**config.mk**
```make
export PLATFORM = sky130hd
export DESIGN_NAME = operate_skip_jump_index_exec
export DESIGN_NICKNAME = d
export VERILOG_FILES = /design/src/logic/exec_pkg.sv /design/src/logic/pin_filter.sv /design/src/logic/operate_skip_jump_index_exec.sv
export SDC_FILE = /design/constraint.sdc
export NUM_CORES = 1
export LEC_CHECK = 0
export BUFFER_PORTS_ARGS = -buffer_cell sky130_fd_sc_hd__buf_2
export CAP_MARGIN = 20
export CELL_PAD_IN_SITES_DETAIL_PLACEMENT = 1
export CELL_PAD_IN_SITES_GLOBAL_PLACEMENT = 2
export CORE_MARGIN = 2
export CORE_UTILIZATION = 36
export DETAILED_ROUTE_END_ITERATION = 16
export GPL_TIMING_DRIVEN = 0
export PLACE_DENSITY = 0.88
export RECOVER_POWER = 25
export SYNTH_ARGS = -nofsm -noshare
export SYNTH_HDL_FRONTEND = slang
export SYNTH_SLANG_ARGS = --single-unit
export TNS_END_PERCENT = 5
```
**constraint.sdc**
```tcl
create_clock -name core_clk_in -period 6.7 [get_ports core_clk_in]
set_input_delay 1.005 -clock core_clk_in [delete_from_list [all_inputs] [get_ports core_clk_in]]
set_output_delay 1.005 -clock core_clk_in [all_outputs]
set_load 0.005 [all_outputs]
```
**src/logic/exec_pkg.sv**
```systemverilog
// Shared types and constants for the operate, skip, jump and index unit.
`default_nettype none
package exec_pkg;

	// Word layout: bit 0 is the most significant bit of every word and address.
	localparam int               WORD_W        = 18;
	localparam int               ADDR_W        = 15;
	localparam int               IMM_LSB_POS   = 9;
	localparam int               SWAP_POS      = 9;
	localparam int               JMS_LINK_POS  = 0;
	localparam int               JMS_PROT_POS  = 2;
	localparam int               JMS_PC_POS    = 3;

	// Reset values and fixed vectors.
	localparam logic [0:17]      ACC_RESET     = 18'h0_0000;
	localparam logic [0:17]      INDEX_RESET   = 18'h0_0000;
	localparam logic [0:17]      LIMIT_RESET   = 18'h0_0000;
	localparam logic             LINK_RESET    = 1'b0;
	localparam logic [0:14]      PC_RESET      = 15'h0000;
	localparam logic [0:14]      PC_STEP       = 15'h0001;
	localparam logic [0:14]      PC_SKIP_STEP  = 15'h0002;
	localparam logic [0:14]      MON_VECTOR    = 15'h0010;
	localparam logic [2:0]       API_RESET     = 3'h0;
	localparam logic [2:0]       API_MON_LEVEL = 3'h4;

	// Decoded instructions handed over by the fetch and decode stage.
	typedef enum logic [5:0]
	{
		OP_NO_OPERATION,
		OP_ROTATE_RIGHT_ONE,
		OP_ROTATE_RIGHT_TWO,
		OP_ROTATE_LEFT_ONE,
		OP_ROTATE_LEFT_TWO,
		OP_LINK_COMPLEMENT,
		OP_LINK_SET,
		OP_LINK_CLEAR,
		OP_ACC_CLEAR,
		OP_CONSOLE_OR_ACC,
		OP_ACC_INCREMENT,
		OP_HALT_INSTR,
		OP_ACC_HALF_SWAP,
		OP_ACC_INVERT,
		OP_ACC_NEGATE,
		OP_SELF_LOAD,
		OP_EXECUTE_AT_EA,
		OP_SKIP_ALWAYS,
		OP_JUMP_INSTR,
		OP_JUMP_SUBROUTINE,
		OP_MONITOR_CALL,
		OP_SKIP_ACC_POSITIVE,
		OP_SKIP_ACC_NEGATIVE,
		OP_SKIP_ACC_NONZERO,
		OP_SKIP_ACC_ZERO,
		OP_SKIP_LINK_SET,
		OP_SKIP_LINK_CLEAR,
		OP_ACC_TO_INDEX,
		OP_ACC_TO_LIMIT,
		OP_INDEX_TO_ACC,
		OP_INDEX_TO_LIMIT,
		OP_LIMIT_TO_ACC,
		OP_LIMIT_TO_INDEX,
		OP_ADD_ACC_SKIP_LIMIT,
		OP_ADD_INDEX_SKIP_LIMIT,
		OP_ADD_INDEX_IMM,
		OP_ADD_ACC_IMM,
		OP_INDEX_CLEAR,
		OP_LIMIT_CLEAR
	} op_e;

	typedef enum logic [1:0]
	{
		ST_RUN,
		ST_HALTED,
		ST_MON_INDIRECT
	} state_e;

	// One dispatched instruction: code, raw word, effective address.
	typedef struct packed
	{
		op_e         op;
		logic        indirect;
		logic [0:17] word;
		logic [0:14] ea;
	} instr_s;

	// Request toward memory and the fetch stage.
	typedef struct packed
	{
		logic        wr;
		logic        rd;
		logic        execute_at_ea;
		logic [0:14] addr;
		logic [0:17] data;
	} mem_req_s;

	// Raw console pins.
	typedef struct packed
	{
		logic        cont;
		logic        restart;
		logic [0:17] acc_sw;
		logic [0:14] addr_sw;
	} console_s;

	localparam int CONSOLE_W = $bits(console_s);

endpackage
`default_nettype wire

```
**src/logic/pin_filter.sv**
```systemverilog
// Three-stage input synchroniser with second/third stage agreement.
`timescale 1ns/100ps
`default_nettype none
module pin_filter
#(
	parameter int WIDTH = 1
)
(
	// Clock and reset.
	input  wire logic             core_clk_in,
	input  wire logic             resetn_in,
	// Pins and filtered levels.
	input  wire logic [WIDTH-1:0] pin_in,
	output logic      [WIDTH-1:0] level_out
);

	////////////////////////////////////////////////////////////////////////
	genvar g;
	generate
		for (g = 0; g < WIDTH; g++)
		begin : g_bit
			logic s1_r;
			logic s2_r;
			logic s3_r;
			logic lvl_r;
			logic lvl_nxt;

			// The level moves only once two settled stages agree.
			always_comb
			begin
				lvl_nxt = (s2_r == s3_r) ? s3_r : lvl_r;
			end

			// The first stage feeds only the second, never any logic.
			always_ff @(posedge core_clk_in or negedge resetn_in)
			begin
				if (!resetn_in)
				begin
					s1_r  <= 1'b0;
					s2_r  <= 1'b0;
					s3_r  <= 1'b0;
					lvl_r <= 1'b0;
				end
				else
				begin
					s1_r  <= pin_in[g];
					s2_r  <= s1_r;
					s3_r  <= s2_r;
					lvl_r <= lvl_nxt;
				end
			end

			assign level_out[g] = lvl_r;
		end
	endgenerate

endmodule
`default_nettype wire

```
**src/logic/operate_skip_jump_index_exec.sv**
```systemverilog
// Executes operate, skip, jump and index/limit instructions.
//
// How it works
// - Rotate right one through link ring.
// - Rotate right two through link ring.
// - Rotate left one through link ring.
// - Rotate left two through link ring.
// - No-op only advances program counter.
// - Link complement, set or clear only.
// - OR console switches into accumulator.
// - Increment accumulator; carry inverts link.
// - Halt until continue or restart button.
// - Swap accumulator halves, link unchanged.
// - Invert or negate the accumulator.
// - Load own instruction word into accumulator.
// - Execute word at address; counter unchanged.
// - Unconditional skip of next instruction.
// - Jump loads effective address into counter.
// - Subroutine call stores return word, jumps.
// - Monitor call to location 16, level 4.
// - Skip on accumulator sign bit.
// - Skip on accumulator zero or nonzero.
// - Skip on link set or clear.
// - Copy between accumulator, index and limit.
// - Add signed immediate, optional limit skip.
// - Clear index, limit or accumulator.
`timescale 1ns/100ps
`default_nettype none
module operate_skip_jump_index_exec
	import exec_pkg::*;
(
	// Clock and reset.
	input  wire logic        core_clk_in,
	input  wire logic        resetn_in,
	// Instruction dispatch.
	input  wire logic        instr_valid_in,
	input  wire instr_s      instr_in,
	output logic             ready_out,
	output logic             done_out,
	// Memory side.
	input  wire logic [0:17] mem_rdata_in,
	input  wire logic        mem_rvalid_in,
	input  wire logic        prot_mode_in,
	output mem_req_s         mem_req_out,
	// Console pins.
	input  wire console_s    console_in,
	output logic             halted_out,
	// Architectural state.
	output logic [0:14]      pc_out,
	output logic [0:17]      acc_out,
	output logic             link_out,
	output logic [0:17]      index_out,
	output logic [0:17]      limit_out,
	output logic [2:0]       api_level_out
);

	////////////////////////////////////////////////////////////////////////
	// Console pins come from outside the clock domain.
	logic [CONSOLE_W-1:0] con_lvl_w;
	console_s             con_w;

	pin_filter #(.WIDTH(CONSOLE_W)) u_console_filter
	(
		.core_clk_in (core_clk_in),
		.resetn_in   (resetn_in),
		.pin_in      (console_in),
		.level_out   (con_lvl_w)
	);

	assign con_w = console_s'(con_lvl_w);

	////////////////////////////////////////////////////////////////////////
	// Registers and their next values.
	// register widths
	state_e      state_r;
	state_e      state_nxt;
	logic [0:17] acc_r;
	logic [0:17] acc_nxt;
	logic        link_r;
	logic        link_nxt;
	logic [0:17] idx_r;
	logic [0:17] idx_nxt;
	logic [0:17] lim_r;
	logic [0:17] lim_nxt;
	logic [0:14] pc_r;
	logic [0:14] pc_nxt;
	logic [2:0]  api_r;
	logic [2:0]  api_nxt;
	logic        ready_r;
	logic        ready_nxt;
	logic        done_r;
	logic        done_nxt;
	mem_req_s    req_r;
	mem_req_s    req_nxt;
	logic        cont_d_r;
	logic        rst_d_r;

	// Helper values shared by the datapath and the checks.
	logic        take_w;
	logic [0:18] ring_w;
	logic [0:18] rr1_w;
	logic [0:18] rr2_w;
	logic [0:18] rl1_w;
	logic [0:18] rl2_w;
	logic [0:17] imm_w;
	logic [0:17] acc_sum_w;
	logic [0:17] idx_sum_w;
	logic [0:18] inc_w;
	logic [0:8]  acc_lo_w;
	logic [0:8]  acc_hi_w;
	logic        cont_rise_w;
	logic        rst_rise_w;
	logic [0:14] ret_pc_w;
	logic [0:14] ind_ea_w;

	// Build the stored return word of a subroutine call.
	function automatic logic [0:17] ret_word(input logic        lnk,
	                                         input logic        prot,
	                                         input logic [0:14] rpc);
		logic [0:17] w;
		w = ACC_RESET;
		w[JMS_LINK_POS] = lnk;
		w[JMS_PROT_POS] = prot;
		w[JMS_PC_POS:17] = rpc;
		return w;
	endfunction

	// The ring is link followed by the accumulator, bit 0 leftmost.
	always_comb
	begin
		// Gated by the registered ready, so nothing is taken while it is low.
		take_w      = instr_valid_in && ready_r;
		ring_w      = {link_r, acc_r};
		rr1_w       = {ring_w[18], ring_w[0:17]};
		rr2_w       = {ring_w[17:18], ring_w[0:16]};
		rl1_w       = {ring_w[1:18], ring_w[0]};
		rl2_w       = {ring_w[2:18], ring_w[0:1]};
		imm_w       = {{IMM_LSB_POS{instr_in.word[IMM_LSB_POS]}},
		               instr_in.word[IMM_LSB_POS:17]};
		acc_sum_w   = 18'(acc_r + imm_w);
		idx_sum_w   = 18'(idx_r + imm_w);
		inc_w       = 19'({1'b0, acc_r} + 19'h0_0001);
		acc_lo_w    = acc_r[SWAP_POS:17];
		acc_hi_w    = acc_r[0:SWAP_POS-1];
		cont_rise_w = con_w.cont && !cont_d_r;
		rst_rise_w  = con_w.restart && !rst_d_r;
		ret_pc_w    = 15'(pc_r + PC_STEP);
		ind_ea_w    = mem_rdata_in[JMS_PC_POS:17];
	end

	////////////////////////////////////////////////////////////////////////
	// Execution: every instruction finishes in the cycle it is taken,
	// except an indirect monitor call, which waits for its vector read.
	always_comb
	begin
		state_nxt = state_r;
		acc_nxt   = acc_r;
		link_nxt  = link_r;
		idx_nxt   = idx_r;
		lim_nxt   = lim_r;
		pc_nxt    = pc_r;
		api_nxt   = api_r;
		done_nxt  = 1'b0;
		req_nxt   = '0;
		case (state_r)
			ST_RUN:
			begin
				if (take_w)
				begin
					pc_nxt   = ret_pc_w;
					done_nxt = 1'b1;
					case (instr_in.op)
						OP_ROTATE_RIGHT_ONE: {link_nxt, acc_nxt} = rr1_w;
						OP_ROTATE_RIGHT_TWO: {link_nxt, acc_nxt} = rr2_w;
						OP_ROTATE_LEFT_ONE:  {link_nxt, acc_nxt} = rl1_w;
						OP_ROTATE_LEFT_TWO:  {link_nxt, acc_nxt} = rl2_w;
						OP_LINK_COMPLEMENT:  link_nxt = !link_r;
						OP_LINK_SET:         link_nxt = 1'b1;
						OP_LINK_CLEAR:       link_nxt = 1'b0;
						OP_CONSOLE_OR_ACC:   acc_nxt = acc_r | con_w.acc_sw;
						OP_ACC_INCREMENT:
						begin
							acc_nxt  = inc_w[1:18];
							link_nxt = link_r ^ inc_w[0];
						end
						OP_HALT_INSTR:       state_nxt = ST_HALTED;
						OP_ACC_HALF_SWAP:    acc_nxt = {acc_lo_w, acc_hi_w};
						OP_ACC_INVERT:       acc_nxt = ~acc_r;
						OP_ACC_NEGATE:       acc_nxt = 18'(~acc_r + 18'h0_0001);
						OP_SELF_LOAD:        acc_nxt = instr_in.word;
						// fetch stage runs the target next
						OP_EXECUTE_AT_EA:
						begin
							pc_nxt       = pc_r;
							req_nxt.execute_at_ea  = 1'b1;
							req_nxt.addr = instr_in.ea;
						end
						OP_SKIP_ALWAYS:      pc_nxt = 15'(pc_r + PC_SKIP_STEP);
						OP_JUMP_INSTR:       pc_nxt = instr_in.ea;
						OP_JUMP_SUBROUTINE:
						begin
							req_nxt.wr   = 1'b1;
							req_nxt.addr = instr_in.ea;
							req_nxt.data = ret_word(link_r, prot_mode_in,
							                        ret_pc_w);
							pc_nxt       = 15'(instr_in.ea + PC_STEP);
						end
						OP_MONITOR_CALL:
						begin
							api_nxt = API_MON_LEVEL;
							if (instr_in.indirect)
							begin
								req_nxt.rd   = 1'b1;
								req_nxt.addr = MON_VECTOR;
								pc_nxt       = pc_r;
								done_nxt     = 1'b0;
								state_nxt    = ST_MON_INDIRECT;
							end
							else
							begin
								req_nxt.wr   = 1'b1;
								req_nxt.addr = MON_VECTOR;
								req_nxt.data = ret_word(link_r, prot_mode_in,
								                        ret_pc_w);
								pc_nxt       = 15'(MON_VECTOR + PC_STEP);
							end
						end
						OP_SKIP_ACC_POSITIVE:
							if (!acc_r[0]) pc_nxt = 15'(pc_r + PC_SKIP_STEP);
						OP_SKIP_ACC_NEGATIVE:
							if (acc_r[0]) pc_nxt = 15'(pc_r + PC_SKIP_STEP);
						OP_SKIP_ACC_NONZERO:
							if (|acc_r) pc_nxt = 15'(pc_r + PC_SKIP_STEP);
						OP_SKIP_ACC_ZERO:
							if (~|acc_r) pc_nxt = 15'(pc_r + PC_SKIP_STEP);
						OP_SKIP_LINK_SET:
							if (link_r) pc_nxt = 15'(pc_r + PC_SKIP_STEP);
						OP_SKIP_LINK_CLEAR:
							if (!link_r) pc_nxt = 15'(pc_r + PC_SKIP_STEP);
						OP_ACC_TO_INDEX:     idx_nxt = acc_r;
						OP_ACC_TO_LIMIT:     lim_nxt = acc_r;
						OP_INDEX_TO_ACC:     acc_nxt = idx_r;
						OP_INDEX_TO_LIMIT:   lim_nxt = idx_r;
						OP_LIMIT_TO_ACC:     acc_nxt = lim_r;
						OP_LIMIT_TO_INDEX:   idx_nxt = lim_r;
						OP_ADD_ACC_SKIP_LIMIT:
						begin
							acc_nxt = acc_sum_w;
							if ($signed(acc_sum_w) >= $signed(lim_r))
								pc_nxt = 15'(pc_r + PC_SKIP_STEP);
						end
						OP_ADD_INDEX_SKIP_LIMIT:
						begin
							idx_nxt = idx_sum_w;
							if ($signed(idx_sum_w) >= $signed(lim_r))
								pc_nxt = 15'(pc_r + PC_SKIP_STEP);
						end
						OP_ADD_INDEX_IMM:    idx_nxt = idx_sum_w;
						OP_ADD_ACC_IMM:      acc_nxt = acc_sum_w;
						OP_INDEX_CLEAR:      idx_nxt = INDEX_RESET;
						OP_LIMIT_CLEAR:      lim_nxt = LIMIT_RESET;
						OP_ACC_CLEAR:        acc_nxt = ACC_RESET;
						default:             pc_nxt = ret_pc_w;
					endcase
				end
			end
			ST_HALTED:
			begin
				// restart beats continue if both arrive
				if (rst_rise_w)
				begin
					pc_nxt    = con_w.addr_sw;
					state_nxt = ST_RUN;
				end
				else if (cont_rise_w)
					state_nxt = ST_RUN;
			end
			ST_MON_INDIRECT:
			begin
				if (mem_rvalid_in)
				begin
					req_nxt.wr   = 1'b1;
					req_nxt.addr = ind_ea_w;
					req_nxt.data = ret_word(link_r, prot_mode_in, ret_pc_w);
					pc_nxt       = 15'(ind_ea_w + PC_STEP);
					done_nxt     = 1'b1;
					state_nxt    = ST_RUN;
				end
			end
			default: state_nxt = ST_RUN;
		endcase
		ready_nxt = (state_nxt == ST_RUN);
	end

	////////////////////////////////////////////////////////////////////////
	// Register update only.
	always_ff @(posedge core_clk_in or negedge resetn_in)
	begin
		if (!resetn_in)
		begin
			state_r  <= ST_RUN;
			acc_r    <= ACC_RESET;
			link_r   <= LINK_RESET;
			idx_r    <= INDEX_RESET;
			lim_r    <= LIMIT_RESET;
			pc_r     <= PC_RESET;
			api_r    <= API_RESET;
			ready_r  <= 1'b0;
			done_r   <= 1'b0;
			req_r    <= '0;
			cont_d_r <= 1'b0;
			rst_d_r  <= 1'b0;
		end
		else
		begin
			state_r  <= state_nxt;
			acc_r    <= acc_nxt;
			link_r   <= link_nxt;
			idx_r    <= idx_nxt;
			lim_r    <= lim_nxt;
			pc_r     <= pc_nxt;
			api_r    <= api_nxt;
			ready_r  <= ready_nxt;
			done_r   <= done_nxt;
			req_r    <= req_nxt;
			cont_d_r <= con_w.cont;
			rst_d_r  <= con_w.restart;
		end
	end

	// Every output except halted_out is a flip-flop; halted_out decodes state_r.
	assign ready_out     = ready_r;
	assign done_out      = done_r;
	assign mem_req_out   = req_r;
	assign halted_out    = (state_r == ST_HALTED);
	assign pc_out        = pc_r;
	assign acc_out       = acc_r;
	assign link_out      = link_r;
	assign index_out     = idx_r;
	assign limit_out     = lim_r;
	assign api_level_out = api_r;

	////////////////////////////////////////////////////////////////////////
	// Checks on the execution results.
	// rotate right one check
	rot_right_one_a: assert property (@(posedge core_clk_in)
		disable iff (!resetn_in)
		take_w && instr_in.op == OP_ROTATE_RIGHT_ONE |=>
		acc_r[0] == $past(link_r) && link_r == $past(acc_r[17]))
		else $error("rotate right one moved the wrong bits");

	rot_left_two_a: assert property (@(posedge core_clk_in)
		disable iff (!resetn_in)
		take_w && instr_in.op == OP_ROTATE_LEFT_TWO |=>
		acc_r[16] == $past(link_r) && acc_r[17] == $past(acc_r[0]))
		else $error("rotate left two moved the wrong bits");

	incr_carry_a: assert property (@(posedge core_clk_in)
		disable iff (!resetn_in)
		take_w && instr_in.op == OP_ACC_INCREMENT && &acc_r |=>
		acc_r == ACC_RESET && link_r != $past(link_r))
		else $error("increment carry did not invert the link");

	half_swap_a: assert property (@(posedge core_clk_in)
		disable iff (!resetn_in)
		take_w && instr_in.op == OP_ACC_HALF_SWAP |=>
		acc_hi_w == $past(acc_lo_w) && $stable(link_r))
		else $error("half swap result is wrong");

	skip_pc_a: assert property (@(posedge core_clk_in)
		disable iff (!resetn_in)
		take_w && instr_in.op == OP_SKIP_ALWAYS |=>
		pc_r == 15'($past(pc_r) + PC_SKIP_STEP) ##1 ready_out)
		else $error("skip did not advance the counter by two");

	jms_store_a: assert property (@(posedge core_clk_in)
		disable iff (!resetn_in)
		take_w && instr_in.op == OP_JUMP_SUBROUTINE |=>
		req_r.wr && req_r.data[JMS_PC_POS:17] == $past(ret_pc_w) &&
		req_r.data[JMS_LINK_POS] == $past(link_r))
		else $error("subroutine call stored a wrong word");

	mon_call_a: assert property (@(posedge core_clk_in)
		disable iff (!resetn_in)
		take_w && instr_in.op == OP_MONITOR_CALL && !instr_in.indirect |=>
		api_level_out == API_MON_LEVEL && req_r.addr == MON_VECTOR &&
		pc_r == 15'(MON_VECTOR + PC_STEP))
		else $error("monitor call went to the wrong place");

	halt_hold_a: assert property (@(posedge core_clk_in)
		disable iff (!resetn_in)
		halted_out && !cont_rise_w && !rst_rise_w |=>
		halted_out && $stable(pc_r) && $stable(acc_r) && !done_out)
		else $error("halt did not hold the machine");

	xct_keep_a: assert property (@(posedge core_clk_in)
		disable iff (!resetn_in)
		take_w && instr_in.op == OP_EXECUTE_AT_EA |=>
		$stable(pc_r) && req_r.execute_at_ea && !req_r.wr)
		else $error("execute moved the counter");

endmodule
`default_nettype wire

```
==> impl_metrics.tcl <==
set metrics [dict create \
    grt_pass1_vias 14890 \
    grt_usage_pct 28.19 \
    cp_num_buf_inv 2 \
    die_w_microns 207.7 \
    dp_worst_setup_slack_ns -0.7838 \
    synth_edf_count 0 \
    tightest_slew_ns 3.061 \
    yosysMostFrequentCell "dfrtp_1" \
    r2r_setup_slack_ns 0.33 \
    path_class "in2reg" \
    path_clk_slew_ns 0.06 \
    yosysWarnings 0 \
    cp.required_ns 7.15 \
    synth_top_area_share_pct 42.20 \
    wl_per_cell_microns 25.90 \
    worst_slack_ns 0.3273 \
    drt_iter0_drc 1509 \
    drc 0 \
    slew_headroom_pct -104.1 \
    synth_top_cell_by_area "dfrtp_1" \
    route.met3.wl_microns 5637 \
    worstSetupStartpointType "input pin" \
    synth.top_cells.by_area "dfrtp_1 (42%), ha_1 (6.7%), a21oi_1 (4.2%)" \
    cts_sinks 252 \
    cts_buffers 30 \
    gp_congestion 0.9497 \
    min_path_type "reg2reg" \
    clock_skew_ns 0.02833 \
    seq_area_frac_synth_pct 42.20 \
    synth_common_cells "dfrtp_1 (252), nor2_1 (134), a21oi_1 (124), nand2_1 (114), clkbuf_1 (99)" \
    critical-path-slowest-cell "o41ai_2" \
    slew_violations 45 \
    cts_tree "yes" \
    n_fill_cell 4796 \
    wl_microns 62120 \
    num_vias 14630 \
    synthDistinctLibCells 76 \
    stdcell_area_sq_um 17890 \
    ys_async_sr_fraction_pct 100.0 \
    clockBufferDepth 3 \
    irDropWorstVdd_mv 0.1846 \
    fin_crit_sh_pct 95.11 \
    gr-total-overflow 0 \
    regArea_sq_um 6306 \
    p_leak_nw 7.675 \
    fin_crit_ns 6.373 \
    rsz0062_at_grt "false" \
    hpwl_microns 47910 \
    power.density_nw_per_um2 447.7 \
    wl_met2_microns 27210 \
    crit_family "compound AO/OA/AOI/OAI gates" \
    crit_chain "buf_2 > ha_1 > fa_1 > a21o_1 > a21oi_2 > o21ai_0 > o41ai_2 > o211ai_1 > a2111oi_2 > or3_1 > a21oi_1 > xor2_1 > ha_1 > nand4_1 > nor4_4 > o31a_1 > o21ai_0 > nand4_1 > o2111ai_1 > and2_1 > clkbuf_1 > o221ai_1 > a21oi_1" \
    synthesis.area_sq_um 14940 \
    core_sq_um 40920 \
    final_cells 2398 \
    num-nets-final 2018 \
    root_buffer "clkbuf_16" \
    end_kind "flop" \
    min_delay_path_depth 0 \
    status "finished, violations left" \
    max_stage_delay_ns 0.43 \
    io_pins 210 \
    r2r-end "pc_out[9]$_DFFE_PN0P_" \
    regToRegStartpoint "acc_out[17]$_DFFE_PN0P_" \
    cp.depth 23 \
    setup_tns_ns 0 \
    drive_above_1_share_pct 15.90 \
    violations "max-capacitance violations, max-slew violations" \
    hold_start "u_console_filter.g_bit[30].s1_r$_DFF_PN0_" \
    clock.fmax_ghz 0.1569 \
    final_antenna_net_count 0 \
    worstSkewPairLatency_ns 0.60 \
    grt_pass1_wl_microns 94180 \
    hold_viol 0 \
    cp_max_fo 6 \
    die_y_microns 207.7 \
    multi_input_area_sq_um 8010 \
    place_inst 2336 \
    portBuffers 200 \
    met1_length_microns 27070 \
    cts_hold_buffers 0 \
    start_util_pct 36.52 \
    finalSetupViolCount 0 \
    synth_cells 1599 \
    die-area_sq_um 43160 \
    antenna_found_initial 5 \
    viasPerCell 6.099 \
    rows 74 \
    firstDrtPassIters 8 \
    synthFlopType "dfrtp_1" \
    grt_start_max_net_pins 113 \
    syn_to_final_growth_pct 19.74 \
    topRoutingLayerUsed "met5" \
    whs_endpoint "u_console_filter.g_bit[30].s2_r$_DFF_PN0_" \
    ff2ff_path_depth 22 \
    placed_area_sq_um 16690 \
    htreeDepth 1 \
    cp.arrival_ns 6.82 \
    synth.avg_cell_area_sq_um 9.346 \
    ys_ff_latch 252 \
    maxCapViolCount 1 \
]
-- cell families (layout without fill, tap and decap cells) --
kind of cell    Yosys count  after routing  synth area share (%)
xor+xnor                 87             87                 5.099
fa+ha+maj               117            117                 9.310
buf+inv                 171            432                 4.555
other cells               1              7               0.02509
simple gates            462            462                 14.93
mux                       7              7                0.4689
flops                   252            252                 42.20
compound gates          502            502                 23.42
-- per-layer routing --
layer	up-vias	global-route usage [%]
met5	-	1.001
met4	6	9.538
met3	125	6.248
met2	699	42.87
met1	7325	39.57
li1	6471	-
-- layout make-up --
class                           count  area share, %
Multi-Input combinational cell   1178          44.76
Sequential cell                   252          35.24
Timing Repair Buffer              205          5.999
Clock buffer                       36          4.664
Tap cell                          532          3.720
Buffer                            112          2.566
Clock inverter                     20          1.755
Inverter                           59          1.238
Antenna cell                        4        0.05594
-- flip-flops by register name (all words and copies together), names as in the netlist --
register,count
link_out,1
rst_d_r,1
state_r,2
ready_out,1
acc_out,18
u_console_filter.g_bit.lvl_r,35
api_level_out,1
mem_req_out,35
u_console_filter.g_bit.s2_r,35
pc_out,15
cont_d_r,1
done_out,1
u_console_filter.g_bit.s3_r,35
limit_out,18
u_console_filter.g_bit.s1_r,35
index_out,18
-- worst max path at each step --
stage | start | end | slack, ns
after floorplan | instr_in[15] | pc_out[8]$_DFFE_PN0P_ | 0.90
after global routing | acc_out[17]$_DFFE_PN0P_ | pc_out[7]$_DFFE_PN0P_ | 0.05
final | instr_in[15] | pc_out[9]$_DFFE_PN0P_ | 0.33
after CTS | instr_in[15] | pc_out[9]$_DFFE_PN0P_ | 0.13
after detailed placement | instr_in[15] | pc_out[9]$_DFFE_PN0P_ | -0.78
after global placement | instr_in[15] | pc_out[9]$_DFFE_PN0P_ | -0.63
-- timing repair --
action | in CTS | in global routing
gates resized for setup | 2 | 6
setup endpoints to repair | 12 | 15
setup buffers | 0 | 1
pin swaps | 0 | 2
-- layout by cell type (no fill, tap or decap), drive strengths merged, types with 12 or more instances in the layout --
master / netlist / routed
a21oi: 124 / 124
nor3: 32 / 32
xnor2: 54 / 54
xor2: 33 / 33
o21ai: 86 / 86
nor2b: 14 / 14
dfrtp: 252 / 252
inv: 58 / 62
buf: 13 / 216
or2: 12 / 12
a22o: 19 / 19
nand3: 57 / 57
nand4: 30 / 30
a222oi: 27 / 27
and3: 18 / 18
ha: 80 / 80
nand2: 114 / 114
a21o: 16 / 16
maj3: 35 / 35
o31ai: 12 / 12
o21a: 15 / 15
a221oi: 55 / 55
o221ai: 13 / 13
nor2: 134 / 134
a22oi: 35 / 35
a211oi: 17 / 17
clkbuf: 99 / 137
a31oi: 18 / 18
-- per-stage QoR --
step	util, %	hold WS (ns)	total power (W)
2_1_floorplan	-	0.3312	0.004458
3_3_place_gp	40.61	0.3311	0.005866
3_5_place_dp	40.78	0.3362	0.005985
4_1_cts	43.62	0.3270	0.007906
5_1_grt	43.71	0.3542	0.008448
6_report	43.73	0.3392	0.008012
-- power breakdown --
part / switching [W] / total (W) / internal, W
Sequential: 0.000471 / 0.00227 / 0.00180
Combinational: 0.00247 / 0.00387 / 0.00140
Clock: 0.000717 / 0.00188 / 0.00116
-- worst register-to-register path: cells and delay by family (launching register included) --
| kind | cells | cell delay (ns) |
|---|---|---|
| adder cells (fa/ha/maj) | 3 | 1.01 |
| AO/OA/AOI/OAI | 12 | 3.05 |
| XOR/XNOR | 1 | 0.18 |
| flip-flops | 1 | 0.50 |
| buffers and inverters | 1 | 0.19 |
| AND/OR/NAND/NOR | 5 | 1.29 |
Power figures use the tool's default switching activity.
